==> src/hw/port_ctrl_pkg.sv <==
// package: register map, reset values and field positions of the port block
package port_ctrl_pkg;

    // ------------------------------------------------------------
    // register addresses
    // ------------------------------------------------------------
    localparam logic [15:0] port0_direction_addr             = 16'hff20;
    localparam logic [15:0] port2_direction_addr             = 16'hff22;
    localparam logic [15:0] port4_direction_addr             = 16'hff24;
    localparam logic [15:0] port5_direction_addr             = 16'hff25;
    localparam logic [15:0] port8_direction_addr             = 16'hff28;
    localparam logic [15:0] port9_direction_addr             = 16'hff29;
    localparam logic [15:0] port2_pullup_enable_addr         = 16'hfff3;
    localparam logic [15:0] port8_9_pair_pullup_enable_addr  = 16'hfff4;
    localparam logic [15:0] port0_4_group_pullup_enable_addr = 16'hfff7;
    // port data latches sit at the low page, one per port number
    localparam logic [15:0] port0_data_addr                  = 16'hff00;
    localparam logic [15:0] port2_data_addr                  = 16'hff02;
    localparam logic [15:0] port4_data_addr                  = 16'hff04;
    localparam logic [15:0] port5_data_addr                  = 16'hff05;
    localparam logic [15:0] port8_data_addr                  = 16'hff08;
    localparam logic [15:0] port9_data_addr                  = 16'hff09;

    // ------------------------------------------------------------
    // reset values and fixed bits
    // ------------------------------------------------------------
    localparam logic [7:0] direction_reset  = 8'hff;
    localparam logic [7:0] pullup_reset     = 8'h00;
    localparam logic [7:0] latch_reset      = 8'h00;
    localparam logic [7:0] narrow_upper_one = 8'hf0;
    localparam logic [7:0] read_unmapped    = 8'h00;

    // ------------------------------------------------------------
    // field positions
    // ------------------------------------------------------------
    localparam int group_port0_bit = 0;
    localparam int group_port4_bit = 4;
    localparam int pair_port8_lsb  = 0;
    localparam int pair_port9_lsb  = 4;

endpackage

==> src/hw/port_direction_pullup_ctrl.sv <==
// top: byte-wide register file for ports 0, 2, 4, 5, 8 and 9
// ------------------------------------------------------------
// ------------------------------------------------------------
module port_direction_pullup_ctrl (
    input  wire logic        core_clk,
    input  wire logic        rst,
    input  wire logic [15:0] addr,
    input  wire logic        wr_en,
    input  wire logic        rd_en,
    input  wire logic [7:0]  wr_data,
    output logic      [7:0]  rd_data,
    input  wire logic [3:0]  p0_in,
    output logic      [3:0]  p0_out,
    output logic      [3:0]  p0_oe,
    output logic      [3:0]  p0_pullup,
    input  wire logic [7:0]  p2_in,
    output logic      [7:0]  p2_out,
    output logic      [7:0]  p2_oe,
    output logic      [7:0]  p2_pullup,
    input  wire logic [7:0]  p4_in,
    output logic      [7:0]  p4_out,
    output logic      [7:0]  p4_oe,
    output logic      [7:0]  p4_pullup,
    input  wire logic [3:0]  p5_in,
    output logic      [3:0]  p5_out,
    output logic      [3:0]  p5_oe,
    input  wire logic [7:0]  p8_in,
    output logic      [7:0]  p8_out,
    output logic      [7:0]  p8_oe,
    output logic      [7:0]  p8_pullup,
    input  wire logic [3:0]  p9_in,
    output logic      [3:0]  p9_out,
    output logic      [3:0]  p9_oe,
    output logic      [3:0]  p9_pullup,
    output logic             port2_out_change
);

    // ------------------------------------------------------------
    // address decode
    // ------------------------------------------------------------
    wire hit_d0  = addr == port_ctrl_pkg::port0_direction_addr;
    wire hit_d2  = addr == port_ctrl_pkg::port2_direction_addr;
    wire hit_d4  = addr == port_ctrl_pkg::port4_direction_addr;
    wire hit_d5  = addr == port_ctrl_pkg::port5_direction_addr;
    wire hit_d8  = addr == port_ctrl_pkg::port8_direction_addr;
    wire hit_d9  = addr == port_ctrl_pkg::port9_direction_addr;
    wire hit_l0  = addr == port_ctrl_pkg::port0_data_addr;
    wire hit_l2  = addr == port_ctrl_pkg::port2_data_addr;
    wire hit_l4  = addr == port_ctrl_pkg::port4_data_addr;
    wire hit_l5  = addr == port_ctrl_pkg::port5_data_addr;
    wire hit_l8  = addr == port_ctrl_pkg::port8_data_addr;
    wire hit_l9  = addr == port_ctrl_pkg::port9_data_addr;
    wire hit_pu1 = addr == port_ctrl_pkg::port2_pullup_enable_addr;
    wire hit_pu2 = addr == port_ctrl_pkg::port8_9_pair_pullup_enable_addr;
    wire hit_pu0 = addr == port_ctrl_pkg::port0_4_group_pullup_enable_addr;

    // ------------------------------------------------------------
    // pull-up enable registers
    // ------------------------------------------------------------
    logic [7:0] port0_4_group_pullup_enable_reg;
    logic [7:0] port2_pullup_enable_reg;
    logic [7:0] port8_9_pair_pullup_enable_reg;

    always_ff @(posedge core_clk) begin
        if (rst) begin
            port0_4_group_pullup_enable_reg <= port_ctrl_pkg::pullup_reset;
            port2_pullup_enable_reg         <= port_ctrl_pkg::pullup_reset;
            port8_9_pair_pullup_enable_reg  <= port_ctrl_pkg::pullup_reset;
        end else if (wr_en) begin
            // bits software must keep at zero are stored as written
            if (hit_pu0)
                port0_4_group_pullup_enable_reg <= wr_data;
            if (hit_pu1)
                port2_pullup_enable_reg <= wr_data;
            if (hit_pu2)
                port8_9_pair_pullup_enable_reg <= wr_data;
        end
    end

    // ------------------------------------------------------------
    // pull-up fan-out to pins
    // ------------------------------------------------------------
    wire       grp0 = port0_4_group_pullup_enable_reg
                      [port_ctrl_pkg::group_port0_bit];
    wire       grp4 = port0_4_group_pullup_enable_reg
                      [port_ctrl_pkg::group_port4_bit];
    wire [3:0] pair8 = port8_9_pair_pullup_enable_reg
                       [port_ctrl_pkg::pair_port8_lsb +: 4];
    wire [1:0] pair9 = port8_9_pair_pullup_enable_reg
                       [port_ctrl_pkg::pair_port9_lsb +: 2];
    wire [3:0] req0 = {4{grp0}};
    wire [7:0] req4 = {8{grp4}};
    wire [7:0] req8 = {{2{pair8[3]}}, {2{pair8[2]}},
                       {2{pair8[1]}}, {2{pair8[0]}}};
    wire [3:0] req9 = {{2{pair9[1]}}, {2{pair9[0]}}};

    // ------------------------------------------------------------
    // ports
    // ------------------------------------------------------------
    logic [3:0] dir0;
    logic [7:0] dir2;
    logic [7:0] dir4;
    logic [3:0] dir5;
    logic [7:0] dir8;
    logic [3:0] dir9;
    logic [3:0] val0;
    logic [7:0] val2;
    logic [7:0] val4;
    logic [3:0] val5;
    logic [7:0] val8;
    logic [3:0] val9;

    // a bit operation on a port arrives here as a whole-byte write,
    // so untouched input pins take whatever the cpu read back
    port_pin_cell #(.width(4)) u_p0 (
        .core_clk(core_clk), .rst(rst),
        .dir_wr(wr_en & hit_d0), .dat_wr(wr_en & hit_l0),
        .wr_data(wr_data), .pullup_req(req0), .pin_in(p0_in),
        .pin_out(p0_out), .pin_oe(p0_oe), .pin_pullup(p0_pullup),
        .dir_q(dir0), .rd_value(val0), .out_change());
    port_pin_cell #(.width(8)) u_p2 (
        .core_clk(core_clk), .rst(rst),
        .dir_wr(wr_en & hit_d2), .dat_wr(wr_en & hit_l2),
        .wr_data(wr_data), .pullup_req(port2_pullup_enable_reg),
        .pin_in(p2_in),
        .pin_out(p2_out), .pin_oe(p2_oe), .pin_pullup(p2_pullup),
        .dir_q(dir2), .rd_value(val2),
        .out_change(port2_out_change));
    port_pin_cell #(.width(8)) u_p4 (
        .core_clk(core_clk), .rst(rst),
        .dir_wr(wr_en & hit_d4), .dat_wr(wr_en & hit_l4),
        .wr_data(wr_data), .pullup_req(req4), .pin_in(p4_in),
        .pin_out(p4_out), .pin_oe(p4_oe), .pin_pullup(p4_pullup),
        .dir_q(dir4), .rd_value(val4), .out_change());
    // port 5 has no software pull-up
    port_pin_cell #(.width(4)) u_p5 (
        .core_clk(core_clk), .rst(rst),
        .dir_wr(wr_en & hit_d5), .dat_wr(wr_en & hit_l5),
        .wr_data(wr_data), .pullup_req(4'h0), .pin_in(p5_in),
        .pin_out(p5_out), .pin_oe(p5_oe), .pin_pullup(),
        .dir_q(dir5), .rd_value(val5), .out_change());
    port_pin_cell #(.width(8)) u_p8 (
        .core_clk(core_clk), .rst(rst),
        .dir_wr(wr_en & hit_d8), .dat_wr(wr_en & hit_l8),
        .wr_data(wr_data), .pullup_req(req8), .pin_in(p8_in),
        .pin_out(p8_out), .pin_oe(p8_oe), .pin_pullup(p8_pullup),
        .dir_q(dir8), .rd_value(val8), .out_change());
    port_pin_cell #(.width(4)) u_p9 (
        .core_clk(core_clk), .rst(rst),
        .dir_wr(wr_en & hit_d9), .dat_wr(wr_en & hit_l9),
        .wr_data(wr_data), .pullup_req(req9), .pin_in(p9_in),
        .pin_out(p9_out), .pin_oe(p9_oe), .pin_pullup(p9_pullup),
        .dir_q(dir9), .rd_value(val9), .out_change());

    // ------------------------------------------------------------
    // read mux
    // ------------------------------------------------------------
    wire [7:0] up = port_ctrl_pkg::narrow_upper_one;
    wire [7:0] rd_sel =
        hit_d0  ? (up | {4'h0, dir0}) :
        hit_d2  ? dir2 :
        hit_d4  ? dir4 :
        hit_d5  ? (up | {4'h0, dir5}) :
        hit_d8  ? dir8 :
        hit_d9  ? (up | {4'h0, dir9}) :
        hit_l0  ? {4'h0, val0} :
        hit_l2  ? val2 :
        hit_l4  ? val4 :
        hit_l5  ? {4'h0, val5} :
        hit_l8  ? val8 :
        hit_l9  ? {4'h0, val9} :
        hit_pu0 ? port0_4_group_pullup_enable_reg :
        hit_pu1 ? port2_pullup_enable_reg :
        hit_pu2 ? port8_9_pair_pullup_enable_reg :
                  port_ctrl_pkg::read_unmapped;

    logic [7:0] rd_data_reg;

    always_ff @(posedge core_clk) begin
        if (rst)
            rd_data_reg <= port_ctrl_pkg::read_unmapped;
        else if (rd_en)
            rd_data_reg <= rd_sel;
    end

    assign rd_data = rd_data_reg;

endmodule

==> src/hw/port_pin_cell.sv <==
// one port: output latch, direction, pull-up gating and pin sampling
module port_pin_cell #(
    parameter int width = 8
) (
    input  wire logic             core_clk,
    input  wire logic             rst,
    input  wire logic             dir_wr,
    input  wire logic             dat_wr,
    input  wire logic [7:0]       wr_data,
    input  wire logic [width-1:0] pullup_req,
    input  wire logic [width-1:0] pin_in,
    output logic      [width-1:0] pin_out,
    output logic      [width-1:0] pin_oe,
    output logic      [width-1:0] pin_pullup,
    output logic      [width-1:0] dir_q,
    output logic      [width-1:0] rd_value,
    output logic                  out_change
);

    // ------------------------------------------------------------
    // state
    // ------------------------------------------------------------
    logic [width-1:0] dir_reg;
    logic [width-1:0] latch_reg;
    logic [width-1:0] sync1_reg;
    logic [width-1:0] sync2_reg;
    logic [width-1:0] sync3_reg;
    logic [width-1:0] pin_level_reg;
    logic [width-1:0] drive_reg;
    logic [width-1:0] oe_reg;
    logic [width-1:0] pull_reg;
    logic [width-1:0] agree;
    logic [width-1:0] level_next;
    logic [width-1:0] drive_next;

    assign agree      = ~(sync2_reg ^ sync3_reg);
    assign level_next = (sync2_reg & agree) | (pin_level_reg & ~agree);
    assign drive_next = latch_reg & ~dir_reg;

    always_ff @(posedge core_clk) begin
        if (rst) begin
            dir_reg   <= port_ctrl_pkg::direction_reset[width-1:0];
            latch_reg <= port_ctrl_pkg::latch_reset[width-1:0];
        end else begin
            if (dir_wr)
                dir_reg <= wr_data[width-1:0];
            if (dat_wr)
                latch_reg <= wr_data[width-1:0];
        end
    end

    always_ff @(posedge core_clk) begin
        if (rst) begin
            sync1_reg     <= '0;
            sync2_reg     <= '0;
            sync3_reg     <= '0;
            pin_level_reg <= '0;
            drive_reg     <= '0;
            oe_reg        <= '0;
            pull_reg      <= '0;
        end else begin
            sync1_reg     <= pin_in;
            sync2_reg     <= sync1_reg;
            sync3_reg     <= sync2_reg;
            pin_level_reg <= level_next;
            drive_reg     <= drive_next;
            oe_reg        <= ~dir_reg;
            pull_reg      <= pullup_req & dir_reg;
        end
    end

    assign pin_out    = drive_reg;
    assign pin_oe     = oe_reg;
    assign pin_pullup = pull_reg;
    assign dir_q      = dir_reg;
    // output pins give back the latch, input pins the sampled level
    assign rd_value   = (latch_reg & ~dir_reg) |
                        (pin_level_reg & dir_reg);
    // a driven level that moves is flagged in the cycle before it reaches the pin
    assign out_change = |((drive_next ^ drive_reg) & ~dir_reg);

endmodule

==> config.mk <==
export PLATFORM = sky130hd
export DESIGN_NAME = port_direction_pullup_ctrl
export DESIGN_NICKNAME = d
export VERILOG_FILES = /design/src/hw/port_ctrl_pkg.sv /design/src/hw/port_direction_pullup_ctrl.sv /design/src/hw/port_pin_cell.sv
export SDC_FILE = /design/constraint.sdc
export NUM_CORES = 1
export LEC_CHECK = 0
export BUFFER_PORTS_ARGS = -buffer_cell sky130_fd_sc_hd__clkbuf_2
export CAP_MARGIN = 25
export CORE_ASPECT_RATIO = 0.7
export CORE_UTILIZATION = 53
export CTS_BUF_LIST = sky130_fd_sc_hd__clkbuf_4 sky130_fd_sc_hd__clkbuf_8
export DETAILED_ROUTE_END_ITERATION = 6
export PLACE_DENSITY_LB_ADDON = 0.15
export SKIP_CTS_REPAIR_TIMING = 1
export SKIP_LAST_GASP = 1
export SYNTH_ARGS = -nofsm -noshare
export SYNTH_HDL_FRONTEND = slang
export SYNTH_SLANG_ARGS = --single-unit
export TNS_END_PERCENT = 1
==> constraint.sdc <==
create_clock -name core_clk -period 2.1 [get_ports core_clk]
set_input_delay 0 -clock core_clk [delete_from_list [all_inputs] [get_ports core_clk]]
set_output_delay 0 -clock core_clk [all_outputs]
set_load 0.01 [all_outputs]
# == Word level (Yosys, flattened, before mapping) ==
# Cells that the tools add are included.
# classes
addsub,0
n_mul,0
div,0
n_lt_le_gt_ge,0
n_eq_ne,15
shift,0
mux,15
bitwise,79
n_reduce_logical,4
# ops
cell,count
$eq 16x16->1 const B,15
$and 8x8->8,16
$mux 8,15
$not 8->8,9
$and 4x4->4,14
$or 8x8->8,6
$not 4->4,9
$xor 8x8->8,4
$or 4x4->4,6
$and 1x1->1,12
$xor 4x4->4,3
$reduce_or 8->1,1
$reduce_and 2->1,3
# word_totals
regBits,352
latch_bits,0
mem_bits_rw,0
rom_bits,0
inputBits,64
output_inout_bits,113
wordCells,170
mem_count,0

# == Logic depth before layout (Yosys ltp) ==
# logic_depth
word_depth,16
mapped_depth,9
ltp_nobuf,7

# == By module ==
# Synthesis repeated with hierarchy kept, for this count alone.
# hier_totals
cells_unflattened,1330
area_unflattened_um2,13192.7
# by_module_without_submodules
module,n_inst,cells_per_inst,area_per_inst_um2,seq_area_each_um2
port_pin_cell (u_p2 ...),3,213,2307.2,1441.4
port_pin_cell (u_p0 ...),3,105,1158.6,720.7
port_direction_pullup_ctrl,1,376,2795.2,640.6

# == Worst setup path after synthesis ==
# OpenSTA, ideal clock, no wires.
# synth_timing
path_kind,in2reg
start,input addr[6]
end,"register rd_data_reg[2], in the netlist rd_data[2]"
setup_time_ps,121
arrival_ps,2069
t_required_ps,1979
setup_slack_ps,-90
stages,9
path_buffers,2
path_cell_list,or4_4 -> or2_1 -> buf_6 -> or4_4 -> buf_6 -> nor2_4 -> a211oi_2 -> a2111oi_4 -> o21ai_1
# synth_between
elab_chain_len,16
elab_cells_between_ends,30
cone_classes,15 x eq/ne; 15 x mux
# synth_lines
item,line,text
from (decl),port_direction_pullup_ctrl.sv:7,"input wire logic [15:0] addr,"
$eq 16x16->1,port_direction_pullup_ctrl.sv:54,wire hit_pu2 = addr == port_ctrl_pkg::port8_9_pair_pullup_enable_addr;
$mux 8,port_direction_pullup_ctrl.sv:174,hit_pu2 ? port8_9_pair_pullup_enable_reg :
$mux 8,port_direction_pullup_ctrl.sv:173,hit_pu1 ? port2_pullup_enable_reg :
$mux 8,port_direction_pullup_ctrl.sv:172,hit_pu0 ? port0_4_group_pullup_enable_reg :
$mux 8,port_direction_pullup_ctrl.sv:171,"hit_l9 ? {4'h0, val9} :"
$mux 8,port_direction_pullup_ctrl.sv:170,hit_l8 ? val8 :
$mux 8,port_direction_pullup_ctrl.sv:169,"hit_l5 ? {4'h0, val5} :"
$mux 8,port_direction_pullup_ctrl.sv:168,hit_l4 ? val4 :
$mux 8,port_direction_pullup_ctrl.sv:167,hit_l2 ? val2 :
$mux 8,port_direction_pullup_ctrl.sv:166,"hit_l0 ? {4'h0, val0} :"
$mux 8,port_direction_pullup_ctrl.sv:165,"hit_d9 ? (up | {4'h0, dir9}) :"
$mux 8,port_direction_pullup_ctrl.sv:164,hit_d8 ? dir8 :
$mux 8,port_direction_pullup_ctrl.sv:163,"hit_d5 ? (up | {4'h0, dir5}) :"
$mux 8,port_direction_pullup_ctrl.sv:162,hit_d4 ? dir4 :
$mux 8,port_direction_pullup_ctrl.sv:161,hit_d2 ? dir2 :
$mux 8 (*),port_direction_pullup_ctrl.sv:160,"hit_d0 ? (up | {4'h0, dir0}) :"
to (signal assigned),port_direction_pullup_ctrl.sv:181,rd_data_reg <= port_ctrl_pkg::read_unmapped;
to (signal assigned),port_direction_pullup_ctrl.sv:183,rd_data_reg <= rd_sel;
to (decl),port_direction_pullup_ctrl.sv:177,logic [7:0] rd_data_reg;
# Mark *: on every way between the ends. The rest lies on a longest branch, timed or not.
# A chain may end at the register's enable or synchronous reset.

# == Worst setup path after layout ==
# layout_timing
start,"register u_p2.dir_reg[2], in the netlist u_p2.dir_q[2]"
end,output port2_out_change
# layout_between
elab_chain_len,5
# layout_lines
item,line,text
from (decl),port_pin_cell.sv:23,logic [width-1:0] dir_reg;
from (signal assigned),port_pin_cell.sv:42,dir_reg <= port_ctrl_pkg::direction_reset[width-1:0];
from (signal assigned),port_pin_cell.sv:46,dir_reg <= wr_data[width-1:0];
$not 8->8 (*),"port_pin_cell.sv:38, port_pin_cell.sv:80",
$and 8x8->8,port_pin_cell.sv:38,assign drive_next = latch_reg & ~dir_reg;
$xor 8x8->8,port_pin_cell.sv:80,assign out_change = |((drive_next ^ drive_reg) & ~dir_reg);
$and 8x8->8 (*),port_pin_cell.sv:80,
$reduce_or 8->1 (*),port_pin_cell.sv:80,
to (decl),port_direction_pullup_ctrl.sv:35,output logic port2_out_change
# Marks and branches as above.

==> flow_summary.toml <==
[status]
status = "finished clean"

[global_route]
grt_pass1_vias = 9101
grt_max_degree = 81
grt_util_all_layers_pct = 27.80
grt_overflow = 0
grt_pass1_wl_um = 50760
antenna_found_initial = 0

[timing]
hold_ws_ns = 0.03128
setup_viol_count_final = 0
tightest_slew_ns = 0.6720
finalCritPeriodShare_pct = 91.24
drv_slew = 0
fmax_mhz = 521.9
period_minus_slack_ns = 1.916
slew_headroom_pct = 54.79
finalHoldViolCount = 0
rsz0062_at_grt = "no"
setup_ws_ns = 0.1840
finalSetupTns_ns = 0
skew_ns = 0.03123

[yosys]
ys_types = 65
synth_top_family_by_area = "simple AND/OR/NAND/NOR gates"
synth_xor_area_share_pct = 0.5713
syn_avg_cell_area_sq_um = 9.710
synthArstFlopShare_pct = 0
seq_area_frac_synth_pct = 57.46
yosys_warnings = 0
yosys.area_share.simple_pct = 23.60
synth_enable_flop_cells = 0
synthFlopType = "dfxtp_1"
synthCells = 1263
syn-cell-area_sq_um = 12260
synth_fa_ha_area_share_pct = 0
synth_compound_area_share_pct = 11.17
ys_ff_latch = 352
muxShareOfSynthArea_pct = 4.377
synth_nets = 1327

[final_layout]
synthToLayoutAreaGrowth_pct = 25.91
layout_common_cells = "dfxtp_1, nand2_1, clkbuf_2, nor2b_1, a21oi_1"
final-instance-count-excl-fill = 1904
final_common_cell = "dfxtp_1"
layout.nets = 1621
drive_gt1_share_pct = 23.99
num-fill-cells = 1864
diodes = 0

[placement]
dp_cells = 1773
io_buffers = 176
hpwlAfterDp_um = 23910
place_ws_ns = -0.1044
gp_congestion = 0.9647

[worst_setup_path]
cp.arrival_ns = 1.92
r2r-start = "u_p2.dir_q[1]"
required_ns = 2.10
start_kind = "flip-flop"
r2r-end = "rd_data[1]"
criticalPathCategory = "reg -> out"
critPathMaxFanout = 6
critPathCaptureType = "output port"
reg2reg_depth = 6
reg2reg_slack_ns = 0.22

[drt]
vias = 10170
vias_per_cell = 5.341
ant_nets = 0
drt_first_pass_iters = 6
totalWireLength_um = 34000
drc_errors = 0
first_iter_violations = 842
wire_per_inst_um = 17.86

[floorplan]
initial_core_util_pct = 54.08
die_height_um = 129.3
core_sq_um = 22680
floorplan.rows = 46
die_x_um = 183.8
die-area_sq_um = 23760
io_pins = 177

[worst_hold_path]
min_from = "wr_data[2]"
worstHoldPathCells = 3
hp-class = "in -> reg"
min_to = "port2_pullup_enable_reg[2]"

[job]
cap_violations = 0

[cts]
h-tree-depth = 2
cts_root_buf = "clkbuf_8"
cts.path.max_buffers = 3
cts_tree = "built"
numCtsBuffers = 50
cts.sinks = 352
clkSlewWorstSetupHoldPaths_ns = 0.07
clock_latency_ns = 0.57

[power]
ir_drop_v = 0.0005683
p_per_area_nw_per_um2 = 829.8
leakagePower_nw = 6.605
power_mw = 12.81
==> worst max-delay path, cell delays in order, from the launching register on <==
cell and delay [ns]:
dfxtp_1 0.57, o22ai_1 0.17, or4_1 0.48, clkbuf_2 0.14
==> Yosys cell counts (all sizes together), types with 10 or more instances <==
| master | n | area [sq um] |
|---|---|---|
| a21oi | 107 | 535.5 |
| o21ai | 54 | 270.3 |
| clkbuf | 53 | 230.2 |
| buf | 13 | 90.08 |
| and3b | 11 | 96.34 |
| dfxtp | 352 | 7047 |
| and2 | 50 | 312.8 |
| nand3b | 13 | 97.59 |
| nor2 | 59 | 229.0 |
| o22ai | 10 | 62.56 |
| and3 | 14 | 88.84 |
| mux2i | 39 | 390.4 |
| nor2b | 115 | 719.4 |
| a211o | 10 | 87.58 |
| nor4 | 11 | 96.34 |
| nand2 | 179 | 671.9 |
| nand3 | 60 | 300.3 |
| mux2 | 13 | 146.4 |
==> where the power goes <==
part | leakage (nW) | switching, mW | total, mW | internal, mW
Sequential | 2.86 | 0.0401 | 6.81 | 6.77
Combinational | 3.19 | 0.267 | 0.482 | 0.215
Clock | 0.557 | 2.46 | 5.52 | 3.06
Total | 6.61 | 2.77 | 12.8 | 10.0
==> per-layer routing <==
metal | routed length, um | global-route usage, % | up-vias
li1 | - | - | 4932
met1 | 16300 | 41.18 | 4776
met2 | 14470 | 41.31 | 411
met3 | 2711 | 5.565 | 50
met4 | 522 | 7.010 | 0
met5 | 0 | 0 | -
==> logic make-up (layout without fill, tap and decap cells) <==
logic type / count (synthesis) / in the layout
xor gates and xnor gates: 8 / 8
AOI/OAI and AO/OA: 229 / 229
muxes: 52 / 52
and+or+nand+nor: 549 / 549
buffers and inverters: 73 / 402
DFF: 352 / 352
==> per-stage QoR <==
step	cell area, sq um	utilization, %
floorplan	12270	-
global placement	13950	61.53
detailed placement	13950	61.53
CTS	15000	66.16
global route	15440	68.10
finish	15440	68.10
==> worst max-delay path by stage <==
stage | to | cells after the start | start
finish | port2_out_change | 3 | u_p2.dir_q[2]
detailed placement | rd_data[3] | 8 | addr[11]
global placement | rd_data[3] | 8 | addr[11]
CTS | port2_out_change | 3 | u_p2.dir_q[6]
floorplan | rd_data[2] | 9 | addr[5]
global route | port2_out_change | 4 | u_p2.latch_reg[1]
==> area by class of cell <==
| type | instances | area (sq um) | area share (%) |
|---|---|---|---|
| clock buffers | 78 | 973.4 | 6.304 |
| repair buffers | 308 | 2041 | 13.22 |
| inverters | 7 | 26.28 | 0.1702 |
| flip-flops and latches | 352 | 7047 | 45.63 |
| well taps | 312 | 390.4 | 2.528 |
| clock inverters | 9 | 75.07 | 0.4861 |
| multi-input cells | 838 | 4890 | 31.66 |
Note: power is estimated with default switching activity, not from simulation.
